`src/verilog/ncps_pkg.sv`:
```
// package: register map, field layout and carrier types of the nc/plc status block
package ncps_pkg;

  localparam int unsigned ADDR_W = 8;
  localparam int unsigned DATA_W = 32;
  localparam int unsigned CODE_W = 8;
  localparam int unsigned NPORT = 3;
  localparam int unsigned NIRQ = 8;

  // register byte offsets
  localparam logic [ADDR_W-1:0] STATUS_OFS = 8'h00;
  localparam logic [ADDR_W-1:0] CTRL_OFS = 8'h04;
  localparam logic [ADDR_W-1:0] TOOL_RANGE_OFS = 8'h08;
  localparam logic [ADDR_W-1:0] MACRO_CFG_OFS = 8'h0C;
  localparam logic [ADDR_W-1:0] IRQ_STAT_OFS = 8'h10;
  localparam logic [ADDR_W-1:0] IRQ_MASK_OFS = 8'h14;
  localparam logic [ADDR_W-1:0] LAST_CODE_OFS = 8'h18;

  // control register bits (write one to act, read as zero)
  localparam int unsigned CTRL_ACK_BIT = 0;
  localparam int unsigned CTRL_MAG1_BIT = 1;
  localparam int unsigned CTRL_MAG2_BIT = 2;

  // tool range fields
  localparam int unsigned TR_MIN_LSB = 0;
  localparam int unsigned TR_MAX_LSB = 8;
  localparam logic [CODE_W-1:0] TR_MIN_RST = 8'h01;
  localparam logic [CODE_W-1:0] TR_MAX_RST = 8'h10;

  // macro configuration fields
  localparam int unsigned MC_MCODE_LSB = 0;
  localparam int unsigned MC_MEN_BIT = 8;
  localparam int unsigned MC_SEN_BIT = 9;
  localparam int unsigned MC_TEN_BIT = 10;
  localparam int unsigned MC_TCODE_LSB = 16;
  localparam logic [CODE_W-1:0] MC_CODE_RST = 8'h00;

  // m codes that never raise the m strobe
  localparam logic [CODE_W-1:0] M_STOP = 8'h00;
  localparam logic [CODE_W-1:0] M_OPT_STOP = 8'h01;
  localparam logic [CODE_W-1:0] M_END = 8'h02;
  localparam logic [CODE_W-1:0] M_END_RWD = 8'h1E;
  localparam logic [CODE_W-1:0] M_SUB_CALL = 8'h62;
  localparam logic [CODE_W-1:0] M_SUB_RET = 8'h63;

  // interrupt bit positions
  localparam int unsigned IRQ_M = 0;
  localparam int unsigned IRQ_S = 1;
  localparam int unsigned IRQ_T = 2;
  localparam int unsigned IRQ_MAG1 = 3;
  localparam int unsigned IRQ_MAG2 = 4;
  localparam int unsigned IRQ_GCODE = 5;
  localparam int unsigned IRQ_MACRO = 6;
  localparam int unsigned IRQ_LIMIT = 7;

  localparam logic [DATA_W-1:0] ZERO_WORD = 32'h0000_0000;

  // status word as the plc sees it, lsb first: pos, neg, home, then single flags
  typedef struct packed {
    logic manual_data_input_mode;
    logic auto_mode;
    logic macro_init_done;
    logic gcode_ready_flag;
    logic prog_interrupt_active;
    logic magazine2_reset_done;
    logic magazine1_reset_done;
    logic t_code_strobe;
    logic s_code_strobe;
    logic m_code_strobe;
    logic [NPORT-1:0] home;
    logic [NPORT-1:0] neg_limit;
    logic [NPORT-1:0] pos_limit;
  } ncps_status_t;

  // code execution events from the interpreter
  typedef struct packed {
    logic m_exec;
    logic s_exec;
    logic t_exec;
    logic [CODE_W-1:0] m_val;
    logic [CODE_W-1:0] t_val;
  } ncps_code_t;

  // controller activity from the nc core, same clock
  typedef struct packed {
    logic auto_mode;
    logic manual_data_input_mode;
    logic m96_running;
    logic gcode_load_start;
    logic gcode_load_done;
    logic macro_setup_done;
    logic macro_id_valid;
  } ncps_core_t;

endpackage

```
`src/verilog/ncps_status.sv`:
```
// nc/plc status handshake: axis port flags, m/s/t strobes, controller status, apb slave
//
// Function
// - port positive limit pin sets positive flag
// - port negative limit pin sets negative flag
// - port home sensor sets home flag
// - executed m code sets strobe until ack
// - plc ack alone clears pending strobe
// - no m strobe for stops, calls, macros
// - executed s code sets strobe until ack
// - no s strobe for macro s code
// - executed t code sets strobe until ack
// - t strobe only in range, not macro
// - magazine 1 reset done, auto/manual input only
// - magazine 2 reset done, auto/manual input only
// - interruption flag follows m96 execution
// - g code ready after load finishes
// - macro init done in auto, valid id
// - automatic mode flag follows controller mode
module ncps_status #(
  parameter int unsigned NPORT = ncps_pkg::NPORT
) (
  input wire logic mclk_i, // 100 mhz scan clock
  input wire logic sys_rst_i, // async reset, active high
  input wire logic psel, // apb select
  input wire logic penable, // apb access phase
  input wire logic pwrite, // apb direction
  input wire logic [ncps_pkg::ADDR_W-1:0] paddr, // apb byte address
  input wire logic [ncps_pkg::DATA_W-1:0] pwdata, // apb write data
  output logic [ncps_pkg::DATA_W-1:0] prdata, // apb read data
  output logic pready, // apb ready
  output logic pslverr, // apb error on unmapped address
  input wire logic [NPORT-1:0] pos_limit_i, // positive limit pins, ports 7..9
  input wire logic [NPORT-1:0] neg_limit_i, // negative limit pins, ports 7..9
  input wire logic [NPORT-1:0] home_i, // home sensor pins, ports 7..9
  input wire ncps_pkg::ncps_code_t code_i, // interpreter code events
  input wire ncps_pkg::ncps_core_t core_i, // nc core activity
  output ncps_pkg::ncps_status_t status_o, // status flags to plc
  output logic irq_o // level interrupt
);

  ////////////////////////////////////////////////////////////////////////////
  // functions

  function automatic logic m_excluded(input logic [ncps_pkg::CODE_W-1:0] code,
                                      input logic macro_en,
                                      input logic [ncps_pkg::CODE_W-1:0] macro_code);
    logic fixed;
    fixed = (code == ncps_pkg::M_STOP) || (code == ncps_pkg::M_OPT_STOP) ||
            (code == ncps_pkg::M_END) || (code == ncps_pkg::M_END_RWD) ||
            (code == ncps_pkg::M_SUB_CALL) || (code == ncps_pkg::M_SUB_RET);
    return fixed || (macro_en && (code == macro_code));
  endfunction

  function automatic logic reg_hit(input logic [ncps_pkg::ADDR_W-1:0] a,
                                   input logic [ncps_pkg::ADDR_W-1:0] ofs);
    return a == ofs;
  endfunction

  ////////////////////////////////////////////////////////////////////////////
  // pin synchronisers: first stage feeds only the second

  logic [NPORT-1:0] pos_s1_r;
  logic [NPORT-1:0] pos_s2_r;
  logic [NPORT-1:0] neg_s1_r;
  logic [NPORT-1:0] neg_s2_r;
  logic [NPORT-1:0] home_s1_r;
  logic [NPORT-1:0] home_s2_r;

  always_ff @(posedge mclk_i or posedge sys_rst_i)
  begin
    if (sys_rst_i)
    begin
      pos_s1_r <= '0;
      pos_s2_r <= '0;
      neg_s1_r <= '0;
      neg_s2_r <= '0;
      home_s1_r <= '0;
      home_s2_r <= '0;
    end
    else
    begin
      pos_s1_r <= pos_limit_i;
      pos_s2_r <= pos_s1_r;
      neg_s1_r <= neg_limit_i;
      neg_s2_r <= neg_s1_r;
      home_s1_r <= home_i;
      home_s2_r <= home_s1_r;
    end
  end

  ////////////////////////////////////////////////////////////////////////////
  // apb decode

  ncps_pkg::ncps_status_t status_r;
  ncps_pkg::ncps_status_t status_nxt;
  logic [ncps_pkg::CODE_W-1:0] tmin_r;
  logic [ncps_pkg::CODE_W-1:0] tmax_r;
  logic [ncps_pkg::CODE_W-1:0] mmacro_r;
  logic [ncps_pkg::CODE_W-1:0] tmacro_r;
  logic men_r;
  logic sen_r;
  logic ten_r;
  logic [ncps_pkg::NIRQ-1:0] irq_stat_r;
  logic [ncps_pkg::NIRQ-1:0] irq_stat_nxt;
  logic [ncps_pkg::NIRQ-1:0] irq_mask_r;
  logic [ncps_pkg::CODE_W-1:0] last_m_r;
  logic [ncps_pkg::DATA_W-1:0] prdata_r;
  logic pready_r;
  logic pslverr_r;
  logic irq_r;

  // one wait state: pready rises on the second access cycle
  wire pready_nxt = psel && penable && !pready_r;
  wire done_w = psel && penable && pready_r;
  wire hit_stat = reg_hit(paddr, ncps_pkg::STATUS_OFS);
  wire hit_ctrl = reg_hit(paddr, ncps_pkg::CTRL_OFS);
  wire hit_tr = reg_hit(paddr, ncps_pkg::TOOL_RANGE_OFS);
  wire hit_mc = reg_hit(paddr, ncps_pkg::MACRO_CFG_OFS);
  wire hit_is = reg_hit(paddr, ncps_pkg::IRQ_STAT_OFS);
  wire hit_im = reg_hit(paddr, ncps_pkg::IRQ_MASK_OFS);
  wire hit_lc = reg_hit(paddr, ncps_pkg::LAST_CODE_OFS);
  wire mapped = hit_stat || hit_ctrl || hit_tr || hit_mc || hit_is || hit_im || hit_lc;
  wire wr_w = done_w && pwrite;
  wire ack_w = wr_w && hit_ctrl && pwdata[ncps_pkg::CTRL_ACK_BIT];
  wire mag1_req_w = wr_w && hit_ctrl && pwdata[ncps_pkg::CTRL_MAG1_BIT];
  wire mag2_req_w = wr_w && hit_ctrl && pwdata[ncps_pkg::CTRL_MAG2_BIT];
  wire mode_ok_w = core_i.auto_mode || core_i.manual_data_input_mode;

  wire [ncps_pkg::DATA_W-1:0] rd_tr = {16'h0000, tmax_r, tmin_r};
  wire [ncps_pkg::DATA_W-1:0] rd_mc = {8'h00, tmacro_r, 5'h00, ten_r, sen_r, men_r, mmacro_r};
  wire [ncps_pkg::DATA_W-1:0] rd_mux =
    hit_stat ? ncps_pkg::DATA_W'(status_r) :
    hit_tr ? rd_tr :
    hit_mc ? rd_mc :
    hit_is ? ncps_pkg::DATA_W'(irq_stat_r) :
    hit_im ? ncps_pkg::DATA_W'(irq_mask_r) :
    hit_lc ? ncps_pkg::DATA_W'(last_m_r) : ncps_pkg::ZERO_WORD;

  always_ff @(posedge mclk_i or posedge sys_rst_i)
  begin
    if (sys_rst_i)
    begin
      pready_r <= 1'b0;
      pslverr_r <= 1'b0;
      prdata_r <= ncps_pkg::ZERO_WORD;
    end
    else
    begin
      pready_r <= pready_nxt;
      pslverr_r <= pready_nxt && !mapped;
      prdata_r <= (pready_nxt && !pwrite) ? rd_mux : ncps_pkg::ZERO_WORD;
    end
  end

  ////////////////////////////////////////////////////////////////////////////
  // configuration registers; status has no write path of its own, only the control bits reach it

  always_ff @(posedge mclk_i or posedge sys_rst_i)
  begin
    if (sys_rst_i)
    begin
      tmin_r <= ncps_pkg::TR_MIN_RST;
      tmax_r <= ncps_pkg::TR_MAX_RST;
      mmacro_r <= ncps_pkg::MC_CODE_RST;
      tmacro_r <= ncps_pkg::MC_CODE_RST;
      men_r <= 1'b0;
      sen_r <= 1'b0;
      ten_r <= 1'b0;
      irq_mask_r <= '0;
    end
    else if (wr_w)
    begin
      if (hit_tr)
      begin
        tmin_r <= pwdata[ncps_pkg::TR_MIN_LSB +: ncps_pkg::CODE_W];
        tmax_r <= pwdata[ncps_pkg::TR_MAX_LSB +: ncps_pkg::CODE_W];
      end
      if (hit_mc)
      begin
        mmacro_r <= pwdata[ncps_pkg::MC_MCODE_LSB +: ncps_pkg::CODE_W];
        tmacro_r <= pwdata[ncps_pkg::MC_TCODE_LSB +: ncps_pkg::CODE_W];
        men_r <= pwdata[ncps_pkg::MC_MEN_BIT];
        sen_r <= pwdata[ncps_pkg::MC_SEN_BIT];
        ten_r <= pwdata[ncps_pkg::MC_TEN_BIT];
      end
      if (hit_im)
      begin
        irq_mask_r <= pwdata[ncps_pkg::NIRQ-1:0];
      end
    end
  end

  ////////////////////////////////////////////////////////////////////////////
  // status flags

  wire m_set_w = code_i.m_exec && !m_excluded(code_i.m_val, men_r, mmacro_r);
  wire s_set_w = code_i.s_exec && !sen_r;
  wire t_inrange_w = (code_i.t_val >= tmin_r) && (code_i.t_val <= tmax_r);
  wire t_macro_w = ten_r && (code_i.t_val == tmacro_r);
  wire t_set_w = code_i.t_exec && t_inrange_w && !t_macro_w;
  wire macro_set_w = core_i.macro_setup_done && core_i.auto_mode && core_i.macro_id_valid;

  always_comb
  begin
    status_nxt = status_r;
    status_nxt.pos_limit = pos_s2_r;
    status_nxt.neg_limit = neg_s2_r;
    status_nxt.home = home_s2_r;
    // strobes: a new code in the ack cycle keeps the strobe set
    status_nxt.m_code_strobe = m_set_w || (status_r.m_code_strobe && !ack_w);
    status_nxt.s_code_strobe = s_set_w || (status_r.s_code_strobe && !ack_w);
    status_nxt.t_code_strobe = t_set_w || (status_r.t_code_strobe && !ack_w);
    if (mag1_req_w && mode_ok_w)
    begin
      status_nxt.magazine1_reset_done = 1'b1;
    end
    if (mag2_req_w && mode_ok_w)
    begin
      status_nxt.magazine2_reset_done = 1'b1;
    end
    status_nxt.prog_interrupt_active = core_i.m96_running;
    if (core_i.gcode_load_done)
    begin
      status_nxt.gcode_ready_flag = 1'b1;
    end
    else if (core_i.gcode_load_start)
    begin
      status_nxt.gcode_ready_flag = 1'b0;
    end
    // macro init is only meaningful while automatic mode lasts
    status_nxt.macro_init_done = macro_set_w ||
                                 (status_r.macro_init_done && core_i.auto_mode);
    status_nxt.auto_mode = core_i.auto_mode;
    status_nxt.manual_data_input_mode = core_i.manual_data_input_mode;
  end

  // status_r is written only from status_nxt, which sees pwdata only through the control ack and magazine request bits
  always_ff @(posedge mclk_i or posedge sys_rst_i)
  begin
    if (sys_rst_i)
    begin
      status_r <= '0;
      last_m_r <= '0;
    end
    else
    begin
      status_r <= status_nxt;
      if (m_set_w)
      begin
        last_m_r <= code_i.m_val;
      end
    end
  end

  ////////////////////////////////////////////////////////////////////////////
  // interrupts: m/s/t and macro set events and rising magazine, g code and limit flags set sticky bits, write one clears, set wins

  logic [ncps_pkg::NIRQ-1:0] irq_ev_w;
  assign irq_ev_w[ncps_pkg::IRQ_M] = m_set_w;
  assign irq_ev_w[ncps_pkg::IRQ_S] = s_set_w;
  assign irq_ev_w[ncps_pkg::IRQ_T] = t_set_w;
  assign irq_ev_w[ncps_pkg::IRQ_MAG1] = status_nxt.magazine1_reset_done &&
                                        !status_r.magazine1_reset_done;
  assign irq_ev_w[ncps_pkg::IRQ_MAG2] = status_nxt.magazine2_reset_done &&
                                        !status_r.magazine2_reset_done;
  assign irq_ev_w[ncps_pkg::IRQ_GCODE] = status_nxt.gcode_ready_flag &&
                                         !status_r.gcode_ready_flag;
  assign irq_ev_w[ncps_pkg::IRQ_MACRO] = macro_set_w;
  assign irq_ev_w[ncps_pkg::IRQ_LIMIT] = |((pos_s2_r & ~status_r.pos_limit) |
                                           (neg_s2_r & ~status_r.neg_limit));

  wire [ncps_pkg::NIRQ-1:0] irq_clr_w = (wr_w && hit_is) ? pwdata[ncps_pkg::NIRQ-1:0] : '0;
  assign irq_stat_nxt = irq_ev_w | (irq_stat_r & ~irq_clr_w);

  always_ff @(posedge mclk_i or posedge sys_rst_i)
  begin
    if (sys_rst_i)
    begin
      irq_stat_r <= '0;
      irq_r <= 1'b0;
    end
    else
    begin
      irq_stat_r <= irq_stat_nxt;
      irq_r <= |(irq_stat_nxt & irq_mask_r);
    end
  end

  assign prdata = prdata_r;
  assign pready = pready_r;
  assign pslverr = pslverr_r;
  assign status_o = status_r;
  assign irq_o = irq_r;
endmodule

```
`config.mk`:
```
export PLATFORM = sky130hd
export DESIGN_NAME = ncps_status
export DESIGN_NICKNAME = d
export VERILOG_FILES = /design/src/verilog/ncps_pkg.sv /design/src/verilog/ncps_status.sv
export SDC_FILE = /design/constraint.sdc
export NUM_CORES = 1
export LEC_CHECK = 0
export BUFFER_PORTS_ARGS = -buffer_cell sky130_fd_sc_hd__buf_2
export CORE_MARGIN = 2
export CORE_UTILIZATION = 59
export CTS_BUF_LIST = sky130_fd_sc_hd__clkbuf_4 sky130_fd_sc_hd__clkbuf_8
export CTS_CLUSTER_SIZE = 12
export DETAILED_ROUTE_END_ITERATION = 10
export PLACE_DENSITY = 0.87
export SETUP_SLACK_MARGIN = 0.3
export SYNTH_ARGS = -nofsm -noshare
export SYNTH_HDL_FRONTEND = slang
export SYNTH_SLANG_ARGS = --single-unit
export TNS_END_PERCENT = 1
```
`constraint.sdc`:
```
create_clock -name mclk_i -period 11.6 [get_ports mclk_i]
set_input_delay 2.32 -clock mclk_i [delete_from_list [all_inputs] [get_ports mclk_i]]
set_output_delay 2.32 -clock mclk_i [all_outputs]
set_load 0.01 [all_outputs]
```
==> qor.txt <==
via count -> 4,308
maxcap violations -> 0
Hold Crit Class -> reg -> reg
CTS Hold Bufs -> 0
port buffer count -> 117
relative slew slack -> 0.3043
residual DRC count -> 0
fin util -> 0.7137
largest net degree at the start of global routing -> 71
initial antenna violation count -> 0
CTS tree -> yes
leading area contributor after synthesis -> dfrtp_1
Synth-to-Final Area Change -> 19.26%
PnR worst setup slack -> 7.423 ns
DR WL/cell -> 19.17 um
Crit Path Max Fanout -> 30
# clock sinks -> 123
worst skew pair latency -> 0.44 ns
Remaining Overflow, GRT -> 0
Fin Setup TNS -> 0 ns
WP data required -> 11.92 ns
DPL Wire Length -> 9.932 mm
Area contributors post-synth -> dfrtp_1, mux2_2, ha_1
Seq cells post-synth -> 123
postcts setup bufs -> 0
Die Ht -> 100.1 um
minimum clock period -> 4.177 ns
vias in the first global route -> 4,293
Starting Density -> 0.5985
die width -> 100.1 um
CP startpoint kind -> primary input
final critical-path share of the clock period -> 0.3601
leakage -> 3.280 nW
share of layout cells above drive strength 1 -> 0.3174
CP endpoint kind -> flop
Vias/cell -> 6.017
PwrDens -> 136.7 mW/mm^2
Final Setup Violations -> 0
Pwr Total -> 888.4 uW
clk slew on worst S/H paths -> 0.07 ns
core region area -> 0.009109 mm^2
Distinct cells, synth -> 56
pre-CTS WS -> 7.041 ns
Crit Path Class -> in -> reg
clk_skew -> 0.01298 ns
WP data arrival -> 4.50 ns
CTS resizes -> 0
Synth top area share -> 0.5554
Hold Violations, Final -> 0
Max VDD drop -> 0.08260 mV
final WL -> 13.73 mm
first-pass GRT wire length -> 21.90 mm
# IOs -> 134
Mapped Avg Cell Area -> 11.57 um^2
Synth Instances -> 471
Mapped Area -> 0.005451 mm^2
Max Clk Rate -> 239.4 MHz
NumNets Final -> 688
Seq/Total Area, Yosys -> 0.5651
htree depth -> 4
Tightest Pin Transition -> 1.039 ns
run status -> finished clean
number of flops mapped to enable cells by yosys -> 0
Max Buffers Root-to-Sink -> 2
Final Max Slew Viols -> 0
Root Buffer -> clkbuf_8
initial drt markers -> 368
num rows -> 35
Final GP Congestion -> 0.9339
unrepaired setup endpoints after global routing -> false
Tot GR Track Use -> 0.2909
Ys Warns -> 0
Synth Flop Type -> dfrtp_1
Async SR Flop Fraction -> 1.000
First-pass DRT Iterations -> 5
Routed Antenna Nets -> 0
total die area -> 0.01003 mm^2
TritonCTS buffer count -> 17
Antenna Diode Count -> 0
[state kept, by name, summed over array words and instances, names as in the netlist, 3 cells and up]
| name | flops |
|---|---|
| last_m_r | 8 |
| irq_stat_r | 8 |
| tmax_r | 8 |
| irq_mask_r | 8 |
| neg_s2_r | 3 |
| mmacro_r | 8 |
| neg_s1_r | 3 |
| status_o | 19 |
| pos_s2_r | 3 |
| tmacro_r | 8 |
| home_s1_r | 3 |
| pos_s1_r | 3 |
| tmin_r | 8 |
| prdata | 24 |
| home_s2_r | 3 |
[cell type report]
| class | instances | area, um^2 |
|---|---|---|
| repair buffers | 122 | 623.1 |
| inverters | 26 | 100.1 |
| flip-flops and latches | 123 | 3080 |
| well taps | 111 | 138.9 |
| multi-input cells | 302 | 2157 |
| clock buffers | 22 | 284.0 |
| clock inverters | 10 | 117.6 |
| fillers | 634 | 2608 |
[cells by family after synthesis]
group / Yosys count / share of synthesized area
xor+xnor: 16 / 0.02571
other cells: 1 / 0.0006879
fa+ha+maj: 16 / 0.03672
flops: 123 / 0.5651
buf+inv: 53 / 0.04407
simple gates: 115 / 0.1164
mux: 35 / 0.07230
compound gates: 112 / 0.1391
[critical path, stage by stage]
cell	delay (ns)
buf_2	0.12
nor4_4	0.54
nand2_1	0.16
inv_2	0.13
and3_1	0.80
mux2_2	0.42
[report_power, final]
part	internal, mW	switching (mW)	total, mW
logic	0.0247	0.0372	0.0619
registers	0.441	0.00812	0.449
clock network	0.209	0.168	0.378
[per-layer routing]
layer,GRT usage,wire length (um),up-vias
li1,-,-,1909
met1,0.3836,5354,2097
met2,0.4404,6390,241
met3,0.1003,1387,61
met4,0.1286,595,0
met5,0,0,-
[Yosys cell counts (8+ instances only)]
cell type	n
dfrtp_1	121
nand2_1	45
o21ai_0	36
inv_1	25
mux2_2	25
a21oi_1	16
a22o_1	16
ha_1	16
nor2_1	15
xnor2_1	13
and3_1	12
clkbuf_1	10
mux2_1	10
buf_2	9
buf_4	8
[final timing paths]
kind | start | endpoint | slack (ns) | depth (start not counted)
max reg2reg | tmin_r[0]$_DFFE_PP1P_ | irq_o$_DFF_PP0_ | 9.04 | 7
min reg2reg | neg_s1_r[1]$_DFF_PP0_ | neg_s2_r[1]$_DFF_PP0_ | 0.35 | 0
max | paddr[4] | tmax_r[0]$_DFFE_PP0P_ | 7.42 | 6
min | neg_s1_r[1]$_DFF_PP0_ | neg_s2_r[1]$_DFF_PP0_ | 0.35 | 0
max in group asynchronous | sys_rst_i | mmacro_r[7]$_DFFE_PP0P_ | 8.34 | 3
min in group asynchronous | sys_rst_i | pos_s1_r[1]$_DFF_PP0_ | 2.03 | 2
[metrics by stage]
stage               area [um^2]  std cells  hold WS, ns
detailed placement         6100        684       0.3347
global placement           6100        684       0.3328
CTS                        6501        716       0.3468
floorplan                  5478        478       0.3312
finish                     6501        716       0.3480
global route               6501        716       0.3562
[layout by cell type, fill, tap and decap left out, types with 7 or more instances in the layout]
| master | instances |
|---|---|
| dfrtp_1 | 121 |
| buf_2 | 117 |
| nand2_1 | 45 |
| o21ai_0 | 36 |
| mux2_2 | 25 |
| inv_1 | 24 |
| clkbuf_8 | 19 |
| a21oi_1 | 16 |
| a22o_1 | 16 |
| ha_1 | 16 |
| nor2_1 | 15 |
| xnor2_1 | 13 |
| and3_1 | 12 |
| mux2_1 | 10 |
| conb_1 | 8 |
| nand4_1 | 7 |
| nand2b_1 | 7 |
(Power assumes the default switching activity.)
